<file path="src/rtl/link_partner_pkg.sv">
// Shared constants and carrier types of the link partner register bank
package link_partner_pkg;

  // Register indices; the byte address on the bus is four times the index
  localparam logic [5:0] IDX_DATAPATH = 6'h33;
  localparam logic [5:0] IDX_RSVD_34  = 6'h34;
  localparam logic [5:0] IDX_CAPS     = 6'h35;
  localparam logic [5:0] IDX_RSVD_36  = 6'h36;
  localparam logic [5:0] IDX_PADDR    = 6'h37;
  localparam logic [5:0] IDX_RSVD_38  = 6'h38;
  localparam logic [5:0] IDX_REMAP_0  = 6'h39;
  localparam logic [5:0] IDX_REMAP_1  = 6'h3A;

  // Field positions
  localparam int unsigned DP_RSVD_LSB   = 3;
  localparam int unsigned CRC_EN_BIT    = 2;
  localparam int unsigned GPIO_LSB      = 0;
  localparam int unsigned HOLD_CAPS_BIT = 7;
  localparam int unsigned CAP_RSVD_BIT  = 6;
  localparam int unsigned SELFTEST_BIT  = 5;
  localparam int unsigned MULTIPORT_BIT = 4;
  localparam int unsigned PORT_LSB      = 0;
  localparam int unsigned ADDR_LSB      = 1;
  localparam int unsigned HOLD_ADDR_BIT = 0;

  // Reset values
  localparam logic [4:0] DP_RSVD_RST   = 5'h00;
  localparam logic       CRC_EN_RST    = 1'h1;
  localparam logic [1:0] GPIO_RST      = 2'h0;
  localparam logic [7:0] RSVD_RST      = 8'h00;
  localparam logic       HOLD_CAPS_RST = 1'h0;
  localparam logic [3:0] PORT_RST      = 4'h0;
  localparam logic       HOLD_ADDR_RST = 1'h0;
  localparam logic [6:0] REMAP_RST     = 7'h00;

  // Forward GPIO count codes
  localparam logic [1:0] GPIO_NONE = 2'h0;
  localparam logic [1:0] GPIO_ONE  = 2'h1;
  localparam logic [1:0] GPIO_TWO  = 2'h2;
  localparam logic [1:0] GPIO_FOUR = 2'h3;

  // Control sequence: CRC covers this many bytes and follows them
  localparam logic [3:0] SEQ_BYTES = 4'h8;

  typedef struct packed {
    logic       valid;
    logic [7:0] data;
  } seq_byte_t;

  typedef struct packed {
    logic       valid;
    logic       selftest;
    logic       multiport;
    logic [3:0] port_num;
  } cap_update_t;

  typedef struct packed {
    logic       valid;
    logic [6:0] addr;
  } addr_update_t;

  typedef struct packed {
    logic       valid;
    logic [6:0] addr;
    logic       rw;
  } i2c_addr_t;

endpackage

</file>
<file path="src/rtl/control_seq_crc.sv">
// Running CRC-8 over the bytes of one forward control sequence
`timescale 1ns/1ps
module control_seq_crc #(
  parameter logic [7:0] POLY = 8'h07
) (
  input  wire logic       clk,
  input  wire logic       reset,
  input  wire logic       byte_valid,
  input  wire logic       first_byte,
  input  wire logic [7:0] byte_data,
  output logic      [7:0] crc
);

  logic [7:0] next_crc;

  always_comb begin
    logic [7:0] x;
    x = (first_byte ? 8'h00 : crc) ^ byte_data;
    for (int i = 0; i < 8; i++) begin
      x = x[7] ? ((x << 1) ^ POLY) : (x << 1);
    end
    next_crc = x;
  end

  always_ff @(posedge clk) begin
    if (reset) begin
      crc <= 8'h00;
    end else if (byte_valid) begin
      crc <= next_crc;
    end
  end

endmodule

</file>
<file path="src/rtl/link_partner_config_regs.sv">
// Link partner configuration and status registers with APB access
//
// Behaviour
// - CRC enable set: append CRC to sequences
// - CRC over first eight bytes, sent ninth
// - GPIO code selects zero, one, two, four
// - Capability hold stops back channel capability updates
// - Link up, unheld: load partner capabilities
// - Self-test bit shows partner self-test request
// - Multi-port flag: zero single, one multi
// - Four-bit partner port number field
// - Partner address loads from back channel
// - Address hold keeps software written address
// - Alias 0/1 hits remapped to entry
`timescale 1ns/1ps
module link_partner_config_regs #(
  // Arbitrary value
  parameter logic [6:0] PARTNER_ADDR_RST = 7'h10,
  parameter logic [7:0] CRC_POLY         = 8'h07
) (
  input  wire logic                          clk,
  input  wire logic                          reset,
  input  wire logic                          psel,
  input  wire logic                          penable,
  input  wire logic                          pwrite,
  input  wire logic [7:0]                    paddr,
  input  wire logic [31:0]                   pwdata,
  output logic      [31:0]                   prdata,
  output logic                               pready,
  output logic                               pslverr,
  input  wire logic                          bc_link_detected,
  input  wire link_partner_pkg::cap_update_t  cap_update,
  input  wire link_partner_pkg::addr_update_t addr_update,
  input  wire link_partner_pkg::seq_byte_t    seq_in,
  output logic                               seq_ready,
  output link_partner_pkg::seq_byte_t         fwd_out,
  output logic      [2:0]                    fwd_gpio_count,
  input  wire logic [6:0]                    alias_0,
  input  wire logic [6:0]                    alias_1,
  input  wire link_partner_pkg::i2c_addr_t    i2c_in,
  output link_partner_pkg::i2c_addr_t         i2c_out,
  output logic                               i2c_alias_hit
);

  generate
    if (CRC_POLY[0] != 1'b1) begin : g_bad_poly
      $error("CRC polynomial must have its lowest bit set");
    end
  endgenerate

  typedef struct packed {
    logic [4:0]                  dp_rsvd;
    logic                        crc_en;
    logic [1:0]                  gpio_code;
    logic [7:0]                  rsvd_34;
    logic                        hold_caps;
    logic                        cap_rsvd;
    logic                        selftest;
    logic                        multiport;
    logic [3:0]                  port_num;
    logic [7:0]                  rsvd_36;
    logic [6:0]                  partner_addr;
    logic                        hold_addr;
    logic [7:0]                  rsvd_38;
    logic [6:0]                  remap_0;
    logic [6:0]                  remap_1;
    logic                        ack;
    logic                        slverr;
    logic [31:0]                 rdata;
    logic [3:0]                  seq_cnt;
    logic                        crc_slot;
    link_partner_pkg::seq_byte_t fwd;
    link_partner_pkg::i2c_addr_t i2c;
    logic                        hit;
  } state_t;

  state_t     st;
  state_t     next_st;
  logic [5:0] idx;
  logic       mapped;
  logic       commit_wr;
  logic       seq_take;
  logic       seq_last;
  logic [7:0] crc_value;
  logic [7:0] rd_value;

  assign idx = paddr[7:2];

  always_comb begin
    mapped = (paddr[1:0] == 2'h0) &&
             (idx >= link_partner_pkg::IDX_DATAPATH) &&
             (idx <= link_partner_pkg::IDX_REMAP_1);
  end

  // Write takes effect at the edge where pready is sampled high
  assign commit_wr = psel && penable && st.ack && pwrite && mapped;

  assign seq_ready = !st.crc_slot;
  assign seq_take  = seq_in.valid && seq_ready;
  assign seq_last  = (st.seq_cnt == link_partner_pkg::SEQ_BYTES - 4'h1);

  control_seq_crc #(
    .POLY (CRC_POLY)
  ) u_crc (
    .clk        (clk),
    .reset      (reset),
    .byte_valid (seq_take),
    .first_byte (st.seq_cnt == 4'h0),
    .byte_data  (seq_in.data),
    .crc        (crc_value)
  );

  // Read mux
  always_comb begin
    rd_value = 8'h00;
    case (idx)
      link_partner_pkg::IDX_DATAPATH: begin
        rd_value = {st.dp_rsvd, st.crc_en, st.gpio_code};
      end
      link_partner_pkg::IDX_RSVD_34: begin
        rd_value = st.rsvd_34;
      end
      link_partner_pkg::IDX_CAPS: begin
        rd_value = {st.hold_caps, st.cap_rsvd, st.selftest,
                    st.multiport, st.port_num};
      end
      link_partner_pkg::IDX_RSVD_36: begin
        rd_value = st.rsvd_36;
      end
      link_partner_pkg::IDX_PADDR: begin
        rd_value = {st.partner_addr, st.hold_addr};
      end
      link_partner_pkg::IDX_RSVD_38: begin
        rd_value = st.rsvd_38;
      end
      link_partner_pkg::IDX_REMAP_0: begin
        rd_value = {st.remap_0, 1'b0};
      end
      link_partner_pkg::IDX_REMAP_1: begin
        rd_value = {st.remap_1, 1'b0};
      end
      default: begin
        rd_value = 8'h00;
      end
    endcase
    if (paddr[1:0] != 2'h0) begin
      rd_value = 8'h00;
    end
  end

  always_comb begin
    next_st           = st;
    next_st.ack       = 1'b0;
    next_st.fwd.valid = 1'b0;
    next_st.i2c.valid = 1'b0;
    next_st.hit       = 1'b0;

    // One wait state: answer prepared in the first access cycle
    if (psel && penable && !st.ack) begin
      next_st.ack    = 1'b1;
      next_st.slverr = !mapped;
      next_st.rdata  = pwrite ? 32'h0000_0000 : {24'h00_0000, rd_value};
    end

    // Back channel loads
    if (bc_link_detected && !st.hold_caps && cap_update.valid) begin
      next_st.selftest  = cap_update.selftest;
      next_st.multiport = cap_update.multiport;
      next_st.port_num  = cap_update.port_num;
    end
    if (bc_link_detected && !st.hold_addr && addr_update.valid) begin
      next_st.partner_addr = addr_update.addr;
    end

    // Software writes come last so they win over a coincident load
    if (commit_wr) begin
      case (idx)
        link_partner_pkg::IDX_DATAPATH: begin
          next_st.dp_rsvd   = pwdata[link_partner_pkg::DP_RSVD_LSB +: 5];
          next_st.crc_en    = pwdata[link_partner_pkg::CRC_EN_BIT];
          next_st.gpio_code = pwdata[link_partner_pkg::GPIO_LSB +: 2];
        end
        link_partner_pkg::IDX_RSVD_34: begin
          next_st.rsvd_34 = pwdata[7:0];
        end
        link_partner_pkg::IDX_CAPS: begin
          next_st.hold_caps = pwdata[link_partner_pkg::HOLD_CAPS_BIT];
          next_st.cap_rsvd  = pwdata[link_partner_pkg::CAP_RSVD_BIT];
          next_st.selftest  = pwdata[link_partner_pkg::SELFTEST_BIT];
          next_st.multiport = pwdata[link_partner_pkg::MULTIPORT_BIT];
          next_st.port_num  = pwdata[link_partner_pkg::PORT_LSB +: 4];
        end
        link_partner_pkg::IDX_RSVD_36: begin
          next_st.rsvd_36 = pwdata[7:0];
        end
        link_partner_pkg::IDX_PADDR: begin
          next_st.partner_addr = pwdata[link_partner_pkg::ADDR_LSB +: 7];
          next_st.hold_addr    = pwdata[link_partner_pkg::HOLD_ADDR_BIT];
        end
        link_partner_pkg::IDX_RSVD_38: begin
          next_st.rsvd_38 = pwdata[7:0];
        end
        link_partner_pkg::IDX_REMAP_0: begin
          next_st.remap_0 = pwdata[link_partner_pkg::ADDR_LSB +: 7];
        end
        link_partner_pkg::IDX_REMAP_1: begin
          next_st.remap_1 = pwdata[link_partner_pkg::ADDR_LSB +: 7];
        end
        default: begin
          next_st.rsvd_38 = st.rsvd_38;
        end
      endcase
    end

    // Forward control sequence; CRC slot stalls the source one cycle
    if (st.crc_slot) begin
      next_st.fwd.valid = 1'b1;
      next_st.fwd.data  = crc_value;
      next_st.crc_slot  = 1'b0;
    end else if (seq_in.valid) begin
      next_st.fwd = seq_in;
      if (seq_last) begin
        next_st.seq_cnt  = 4'h0;
        next_st.crc_slot = st.crc_en;
      end else begin
        next_st.seq_cnt = st.seq_cnt + 4'h1;
      end
    end

    // Target address remap on alias match
    if (i2c_in.valid) begin
      next_st.i2c = i2c_in;
      if (i2c_in.addr == alias_0) begin
        next_st.i2c.addr = st.remap_0;
        next_st.hit      = 1'b1;
      end else if (i2c_in.addr == alias_1) begin
        next_st.i2c.addr = st.remap_1;
        next_st.hit      = 1'b1;
      end
    end
  end

  always_ff @(posedge clk) begin
    if (reset) begin
      st              <= '0;
      st.dp_rsvd      <= link_partner_pkg::DP_RSVD_RST;
      st.crc_en       <= link_partner_pkg::CRC_EN_RST;
      st.gpio_code    <= link_partner_pkg::GPIO_RST;
      st.rsvd_34      <= link_partner_pkg::RSVD_RST;
      st.hold_caps    <= link_partner_pkg::HOLD_CAPS_RST;
      st.port_num     <= link_partner_pkg::PORT_RST;
      st.rsvd_36      <= link_partner_pkg::RSVD_RST;
      st.partner_addr <= PARTNER_ADDR_RST;
      st.hold_addr    <= link_partner_pkg::HOLD_ADDR_RST;
      st.rsvd_38      <= link_partner_pkg::RSVD_RST;
      st.remap_0      <= link_partner_pkg::REMAP_RST;
      st.remap_1      <= link_partner_pkg::REMAP_RST;
    end else begin
      st <= next_st;
    end
  end

  assign prdata        = st.rdata;
  assign pready        = st.ack;
  assign pslverr       = st.ack && st.slverr;
  assign fwd_out       = st.fwd;
  assign i2c_out       = st.i2c;
  assign i2c_alias_hit = st.hit;

  // Forward GPIO count decode
  always_comb begin
    case (st.gpio_code)
      link_partner_pkg::GPIO_NONE: fwd_gpio_count = 3'h0;
      link_partner_pkg::GPIO_ONE:  fwd_gpio_count = 3'h1;
      link_partner_pkg::GPIO_TWO:  fwd_gpio_count = 3'h2;
      link_partner_pkg::GPIO_FOUR: fwd_gpio_count = 3'h4;
      default:                     fwd_gpio_count = 3'h0;
    endcase
  end

  chk_crc_slot_armed: assert property (
    @(posedge clk) disable iff (reset)
    (seq_take && seq_last && st.crc_en) |=> (st.crc_slot && !seq_ready))
    else $error("CRC slot not opened after eighth byte");

  chk_crc_slot_absent: assert property (
    @(posedge clk) disable iff (reset)
    (seq_take && seq_last && !st.crc_en) |=> !st.crc_slot)
    else $error("CRC slot opened while CRC disabled");

  chk_crc_ninth_byte: assert property (
    @(posedge clk) disable iff (reset)
    (seq_take && seq_last && st.crc_en)
      |=> ##1 (fwd_out.valid && fwd_out.data == $past(crc_value)))
    else $error("Ninth byte is not the CRC");

  chk_gpio_count_map: assert property (
    @(posedge clk) disable iff (reset)
    fwd_gpio_count == ((st.gpio_code == 2'h3) ? 3'h4 : {1'b0, st.gpio_code}))
    else $error("GPIO count does not match code");

  chk_caps_held: assert property (
    @(posedge clk) disable iff (reset)
    (st.hold_caps && !(commit_wr && idx == link_partner_pkg::IDX_CAPS))
      |=> $stable({st.selftest, st.multiport, st.port_num}))
    else $error("Held capabilities changed");

  chk_caps_loaded: assert property (
    @(posedge clk) disable iff (reset)
    (bc_link_detected && !st.hold_caps && cap_update.valid &&
     !(commit_wr && idx == link_partner_pkg::IDX_CAPS))
      |=> ({st.selftest, st.multiport, st.port_num} ==
           $past({cap_update.selftest, cap_update.multiport, cap_update.port_num})))
    else $error("Capabilities not loaded from back channel");

  chk_addr_loaded: assert property (
    @(posedge clk) disable iff (reset)
    (bc_link_detected && !st.hold_addr && addr_update.valid &&
     !(commit_wr && idx == link_partner_pkg::IDX_PADDR))
      |=> st.partner_addr == $past(addr_update.addr))
    else $error("Partner address not loaded");

  chk_addr_held: assert property (
    @(posedge clk) disable iff (reset)
    (st.hold_addr && !(commit_wr && idx == link_partner_pkg::IDX_PADDR))
      |=> $stable(st.partner_addr))
    else $error("Held partner address changed");

  chk_alias_remap: assert property (
    @(posedge clk) disable iff (reset)
    (i2c_in.valid && i2c_in.addr == alias_0)
      |=> (i2c_out.valid && i2c_alias_hit && i2c_out.addr == $past(st.remap_0) &&
           i2c_out.rw == $past(i2c_in.rw)))
    else $error("Alias 0 not remapped");

  chk_apb_one_wait: assert property (
    @(posedge clk) disable iff (reset)
    (psel && penable && !pready) |=> pready)
    else $error("APB answer late");

endmodule

</file>
<file path="config.mk">
export PLATFORM = sky130hd
export DESIGN_NAME = link_partner_config_regs
export DESIGN_NICKNAME = d
export VERILOG_FILES = /design/src/rtl/link_partner_pkg.sv /design/src/rtl/control_seq_crc.sv /design/src/rtl/link_partner_config_regs.sv
export SDC_FILE = /design/constraint.sdc
export NUM_CORES = 1
export LEC_CHECK = 0
export BUFFER_PORTS_ARGS = -buffer_cell sky130_fd_sc_hd__buf_2
export CAP_MARGIN = 10
export CORE_ASPECT_RATIO = 1.25
export CORE_MARGIN = 4
export CORE_UTILIZATION = 50
export CTS_BUF_LIST = sky130_fd_sc_hd__clkbuf_4
export CTS_CLUSTER_SIZE = 14
export DETAILED_ROUTE_END_ITERATION = 10
export PLACE_DENSITY = 0.79
export SLEW_MARGIN = 10
export SYNTH_ARGS = -nofsm -noshare
export SYNTH_HDL_FRONTEND = slang
export SYNTH_SLANG_ARGS = --single-unit
</file>
<file path="constraint.sdc">
create_clock -name clk -period 2.7 [get_ports clk]
set_clock_uncertainty 0.15 [all_clocks]
set_input_delay 0.81 -clock clk [delete_from_list [all_inputs] [get_ports clk]]
set_output_delay 0.81 -clock clk [all_outputs]
set_load 0.01 [all_outputs]
</file>
==> impl_metrics.yaml, run 1 <==
sta:
  worst_slew_pin_slew_ns: 0.762
  min_period_ns: 2.39
  relSlewSlack_pct: 49.2
  slew_violations: 0
  worst_hold_slack_ns: 0.316
  setup_viol: 0
  rsz0062_at_grt: "false"
  max_freq_mhz: 419
  hold_viol_final: 0
  finalCritPeriodShare_pct: 88.4
drt:
  routedWlPerCell_um: 16.3
  dr.pass1.iters: 5
  drt_iter0_markers: 261
  drt_wl_total_mm: 14.4
  viasPerCell: 5.63
  vias: 4967
  ant_nets: 0
  wl_met1_mm: 5.60
  routed.top_layer: "met4"
  route.detailed.drc: 0
  wl_met3_um: 937
  wl_met2_mm: 7.20
clocking:
  hold_buffers: 0
  cts_tree: "yes"
  post_cts_buffers: 0
  cts-root-buf: "clkbuf_4"
  path_clk_slew_ns: 0.16
  htree_num_levels: 3
  cts_buffers: 9
  clkLatencyLatePin_ns: 0.47
  clock_sinks: 104
  cts_max_path_buffers: 2
  ctsResizeCount: 0
power_and_ir_drop:
  pwr-share-clk_pct: 28.5
  leakage_nw: 2.60
  combPwrFrac_pct: 19.2
  vdd_drop_max_uv: 328
  sequentialPowerShare_pct: 52.3
  powerDensity_mw_per_mm2: 490
  power_switching_w: 0.000893
  p_int_w: 0.00225
  sw_frac_of_total_pct: 28.4
critical_path:
  startpoint_type: "input port"
  required_ns: 2.89
  path_buf_inv: 4
  critical_path_class: "input port to flip-flop"
  crit_path_cell_trace: "buf_2 > nand4_1 > or4_1 > buf_4 > nor2_1 > buf_4 > buf_12 > nand2_1 > nand2_1 > a21oi_1"
  critPathSlowestCell: "or4_1"
  critPathArrivalTime_ns: 2.58
  cpLargestDelayFamily: "simple AND/OR/NAND/NOR gates"
  critPathMaxStageDelay_ns: 0.47
  crit_start: "psel"
  reg2reg_from: "pready"
  cp_max_fo: 15
  cp-end-kind: "flip-flop"
global_route:
  grt_first_pass_wirelength_mm: 22.4
  grt_max_degree: 40
  first_global_vias: 4758
  antenna_found_initial: 0
  overflow: 0
  grt_use_total_pct: 21.7
yosys:
  synthSimpleGateAreaFrac_pct: 18.1
  synth.top_cell.area_share_pct: 36.8
  yosysTopAreaCell: "dfxtp_1"
  netlist_instances: 656
  synth_common_cells: "dfxtp_1 (104), nor2_1 (83), mux2i_1 (64)"
  ys_seq_elements: 104
  synth_mux_area_share_pct: 13.5
  synth_edf_count: 0
  ys_types: 52
  ys.flop_type: "dfxtp_1"
  synth_top_family_by_area: "simple AND/OR/NAND/NOR gates"
  yosys_warnings: 0
  yosys.area_share.xor_xnor_pct: 6.37
  synth.top_cells.by_area: "dfxtp_1 (37%), mux2i_1 (11%), buf_4 (6.8%)"
  yosysSeqAreaShare_pct: 36.8
  syn_area_per_cell_um2: 8.62
  yosysMostFrequentCell: "dfxtp_1"
  yosys.area_share.adder_pct: 0.443
  async_flop_share_pct: 0
  netlist_area_mm2: 0.00565
  synth-compound-area-share_pct: 14.7
placement:
  placed_cells: 867
  gp_congestion: 0.934
  io_buffers: 101
  hpwlAfterDp_mm: 11.0
floorplan:
  core.rowCount: 43
  die_x_um: 103
  die_area_mm2: 0.0131
  ios: 150
  placeableCoreArea_mm2: 0.0111
  die_h_um: 127
  initial_core_util_pct: 51.0
final_layout:
  nFillCells: 984
  layout-drive-gt1-share_pct: 24.2
  fin_nets: 838
  area_growth_pct: 13.6
  n_antenna_cell: 0
  fin_cells: 883
min_path:
  worstHoldStart: "prdata[1]"
  min_path_type: "flip-flop to flip-flop"
outcome:
  status: "finished, final reports clean"
flow_run:
  cap_violations: 0
==> layout by cell type (no fill, tap or decap), types with 4 or more instances in the layout <==
cell	n
nor2b_1	6
o211ai_1	7
a21o_1	6
o22ai_1	7
buf_12	4
nand4_1	6
nor2_1	83
buf_4	42
mux2_2	11
nand2b_1	8
dfxtp_1	104
xnor2_1	22
mux2i_1	64
conb_1	24
xor2_1	14
a22oi_1	16
a211oi_1	15
nand2_1	49
nand3b_1	6
inv_1	4
nand3_1	20
a22o_1	5
a21oi_1	50
buf_2	101
o21ai_0	10
nor3_1	4
clkbuf_4	9
or3_1	9
==> worst min-delay path: stages (launching register included) <==
cell     delay, ns
dfxtp_1       0.34
nand2_1       0.05
a21oi_1       0.05
==> path summary, 6_finish.rpt <==
check | endpoint | slack, ns | cells after the start
worst max-delay path | st[68] | 0.31 | 10
worst max register to register | st[68] | 0.37 | 9
worst min-delay path | prdata[1] | 0.32 | 2
worst min register to register | prdata[1] | 0.32 | 2
==> power groups by stage <==
stage / Sequential [W] / Clock, W / Combinational, W
floorplan: 0.00165 / 0 / 0.000461
global placement: 0.00167 / 0 / 0.000572
detailed placement: 0.00168 / 0 / 0.000597
CTS: 0.00164 / 0.000910 / 0.000602
global route: 0.00165 / 0.000965 / 0.000659
finish: 0.00164 / 0.000897 / 0.000604
==> area by class of cell <==
class	count	area [µm²]	share of cell area, %
multi-input combinational	477	3090	48.2
sequential	104	2080	32.4
timing repair buffer	147	901	14.0
tap	135	169	2.63
clock inverter	7	95.1	1.48
clock buffer	9	67.6	1.05
inverter	4	15.0	0.234
==> cell families (layout without fill, tap and decap cells) <==
kind of cell	Yosys count	count (layout)
xor+xnor	38	38
mux	75	75
flops	104	104
buf+inv	98	167
fa+ha+maj	2	2
compound gates	129	129
other cells	1	24
simple gates	209	209
==> state kept, by name, indices dropped and copies added (netlist names) <==
name	flops
u_crc.crc	8
st	68
i2c_out	9
pready	1
prdata	8
i2c_alias_hit	1
fwd_out	9
==> metal layers <==
| metal | GRT usage, % | vias to the layer above |
|---|---|---|
| met5 | 0 | - |
| met2 | 37.4 | 205 |
| met3 | 3.19 | 44 |
| met1 | 25.1 | 2319 |
| met4 | 12.0 | 0 |
| li1 | - | 2399 |
==> per-stage QoR <==
| step | setup WS, ns | power (W) | utilization (%) | cell area (µm²) | setup TNS, ns |
|---|---|---|---|---|---|
| global route | 0.271 | 0.00328 | 57.9 | 6420 | 0 |
| detailed placement | -0.162 | 0.00227 | 56.5 | 6260 | -3.56 |
| CTS | 0.339 | 0.00315 | 57.9 | 6420 | 0 |
| global placement | -0.111 | 0.00224 | 56.5 | 6260 | -2.03 |
| floorplan | 0.0392 | 0.00211 | - | 5740 | 0 |
| finish | 0.312 | 0.00315 | 57.9 | 6420 | 0 |
Note: power is estimated with default switching activity, not from simulation.
==> run 2, diff against run 1 <==
- CORE_MARGIN: 4 -> 2
==> impl_metrics.yaml, run 2 (synthesis results as in run 1) <==
clocking:
  cts_max_path_buffers: 2
  cts_tree: "yes"
  hold_buffers: 0
  ctsResizeCount: 0
  post_cts_buffers: 0
  clock_sinks: 104
  clkLatencyLatePin_ns: 0.46
  cts_buffers: 9
  cts-root-buf: "clkbuf_4"
  htree_num_levels: 3
  path_clk_slew_ns: 0.16
global_route:
  grt_first_pass_wirelength_mm: 22.8
  antenna_found_initial: 0
  overflow: 0
  grt_use_total_pct: 23.5
  first_global_vias: 4810
  grt_max_degree: 32
floorplan:
  die_h_um: 123
  die_area_mm2: 0.0122
  initial_core_util_pct: 51.0
  core.rowCount: 43
  die_x_um: 99.1
  placeableCoreArea_mm2: 0.0111
  ios: 150
final_layout:
  n_antenna_cell: 0
  regMostFlops: "st"
  layout-drive-gt1-share_pct: 24.1
  area_growth_pct: 13.8
  largest_reg_flops: 68
  seq_area_mm2: 0.00208
  fin_nets: 838
  final_common_cell: "dfxtp_1"
  multi_input_area_mm2: 0.00309
  fin_cells: 883
  nFillCells: 967
  final_cell_mix: "dfxtp_1 (104), buf_2 (101), nor2_1 (83), mux2i_1 (64), a21oi_1 (50)"
power_and_ir_drop:
  combPwrFrac_pct: 18.7
  vdd_drop_max_uv: 313
  leakage_nw: 2.60
  powerDensity_mw_per_mm2: 506
  p_int_w: 0.00236
  sequentialPowerShare_pct: 50.5
  pwr-share-clk_pct: 30.8
  sw_frac_of_total_pct: 27.4
  finalPower_w: 0.00326
  power_switching_w: 0.000893
sta:
  max_freq_mhz: 423
  relSlewSlack_pct: 61.1
  rsz0062_at_grt: "false"
  hold_viol_final: 0
  fin_ws_ns: 0.334
  finalCritPeriodShare_pct: 87.6
  setup_viol: 0
  worst_slew_pin_slew_ns: 0.578
  min_period_ns: 2.37
  slew_violations: 0
  worst_hold_slack_ns: 0.315
drt:
  viasPerCell: 5.67
  route.detailed.drc: 0
  drt_iter0_markers: 358
  dr.pass1.iters: 5
  ant_nets: 0
  drt_wl_total_mm: 14.3
  routedWlPerCell_um: 16.2
  vias: 5009
critical_path:
  critPathSlowestCell: "or4_1"
  startpoint_type: "input port"
  critPathMaxStageDelay_ns: 0.49
  critPathArrivalTime_ns: 2.56
  critical_path_class: "input port to flip-flop"
  crit_top_cell: "buf_4"
  required_ns: 2.89
  cp-end-kind: "flip-flop"
  cpLargestDelayFamily: "simple AND/OR/NAND/NOR gates"
  cp_max_fo: 7
  crit_path_cell_trace: "buf_2 > nand4_1 > or4_1 > buf_4 > nor4_4 > buf_4 > mux2i_1 > nor2_1"
  path_buf_inv: 3
placement:
  hpwlAfterDp_mm: 10.8
  dp_slack_ns: -0.124
  io_buffers: 101
  placed_cells: 867
  gp_congestion: 0.902
flow_run:
  cap_violations: 0
min_path:
  min_path_type: "flip-flop to flip-flop"
outcome:
  status: "finished, final reports clean"
==> run 2: worst register-to-register path, stage by stage (launching register included) <==
cell and delay, ns:
dfxtp_1 0.40, nand4_1 0.25, or4_1 0.50, buf_4 0.19, nor4_4 0.21, buf_4 0.21
mux2i_1 0.26, nor2_1 0.06
==> run 2: metal layers <==
layer,global-route usage (%),up-vias,wire (µm)
met5,0,-,0
met2,41.4,223,7090
met1,26.7,2336,5730
li1,-,2404,-
met3,3.42,46,813
met4,14.0,0,708
==> run 2: layout make-up <==
type,instances,area share [%]
tap,135,2.63
timing repair buffer,147,13.8
inverter,4,0.233
clock inverter,5,1.60
multi-input combinational,477,48.1
clock buffer,11,1.28
sequential,104,32.4
==> run 2: power groups by stage <==
stage                     Sequential [W]  Clock [W]  Combinational, W
after CTS                        0.00164    0.00101          0.000603
final                            0.00164    0.00100          0.000607
after global placement           0.00167          0          0.000571
after global routing             0.00165    0.00107          0.000668
after detailed placement         0.00168          0          0.000596
after floorplan                  0.00165          0          0.000461
==> run 2: metrics by stage <==
step / utilization, % / instance area, µm² / TNS [ns]
floorplan: - / 5740 / 0
global placement: 56.4 / 6250 / -1.43
detailed placement: 56.4 / 6250 / -2.55
CTS: 58.0 / 6430 / 0
global route: 58.0 / 6430 / 0
finish: 58.0 / 6430 / 0
==> run 2: path summary, 6_finish.rpt <==
path / startpoint / endpoint / slack [ns] / cells after the start
hold / removal: prdata[7] / prdata[7] / 0.31 / 2
setup / recovery: psel / st[59] / 0.33 / 8
hold reg to reg: prdata[7] / prdata[7] / 0.31 / 2
setup reg to reg: pready / st[59] / 0.36 / 7
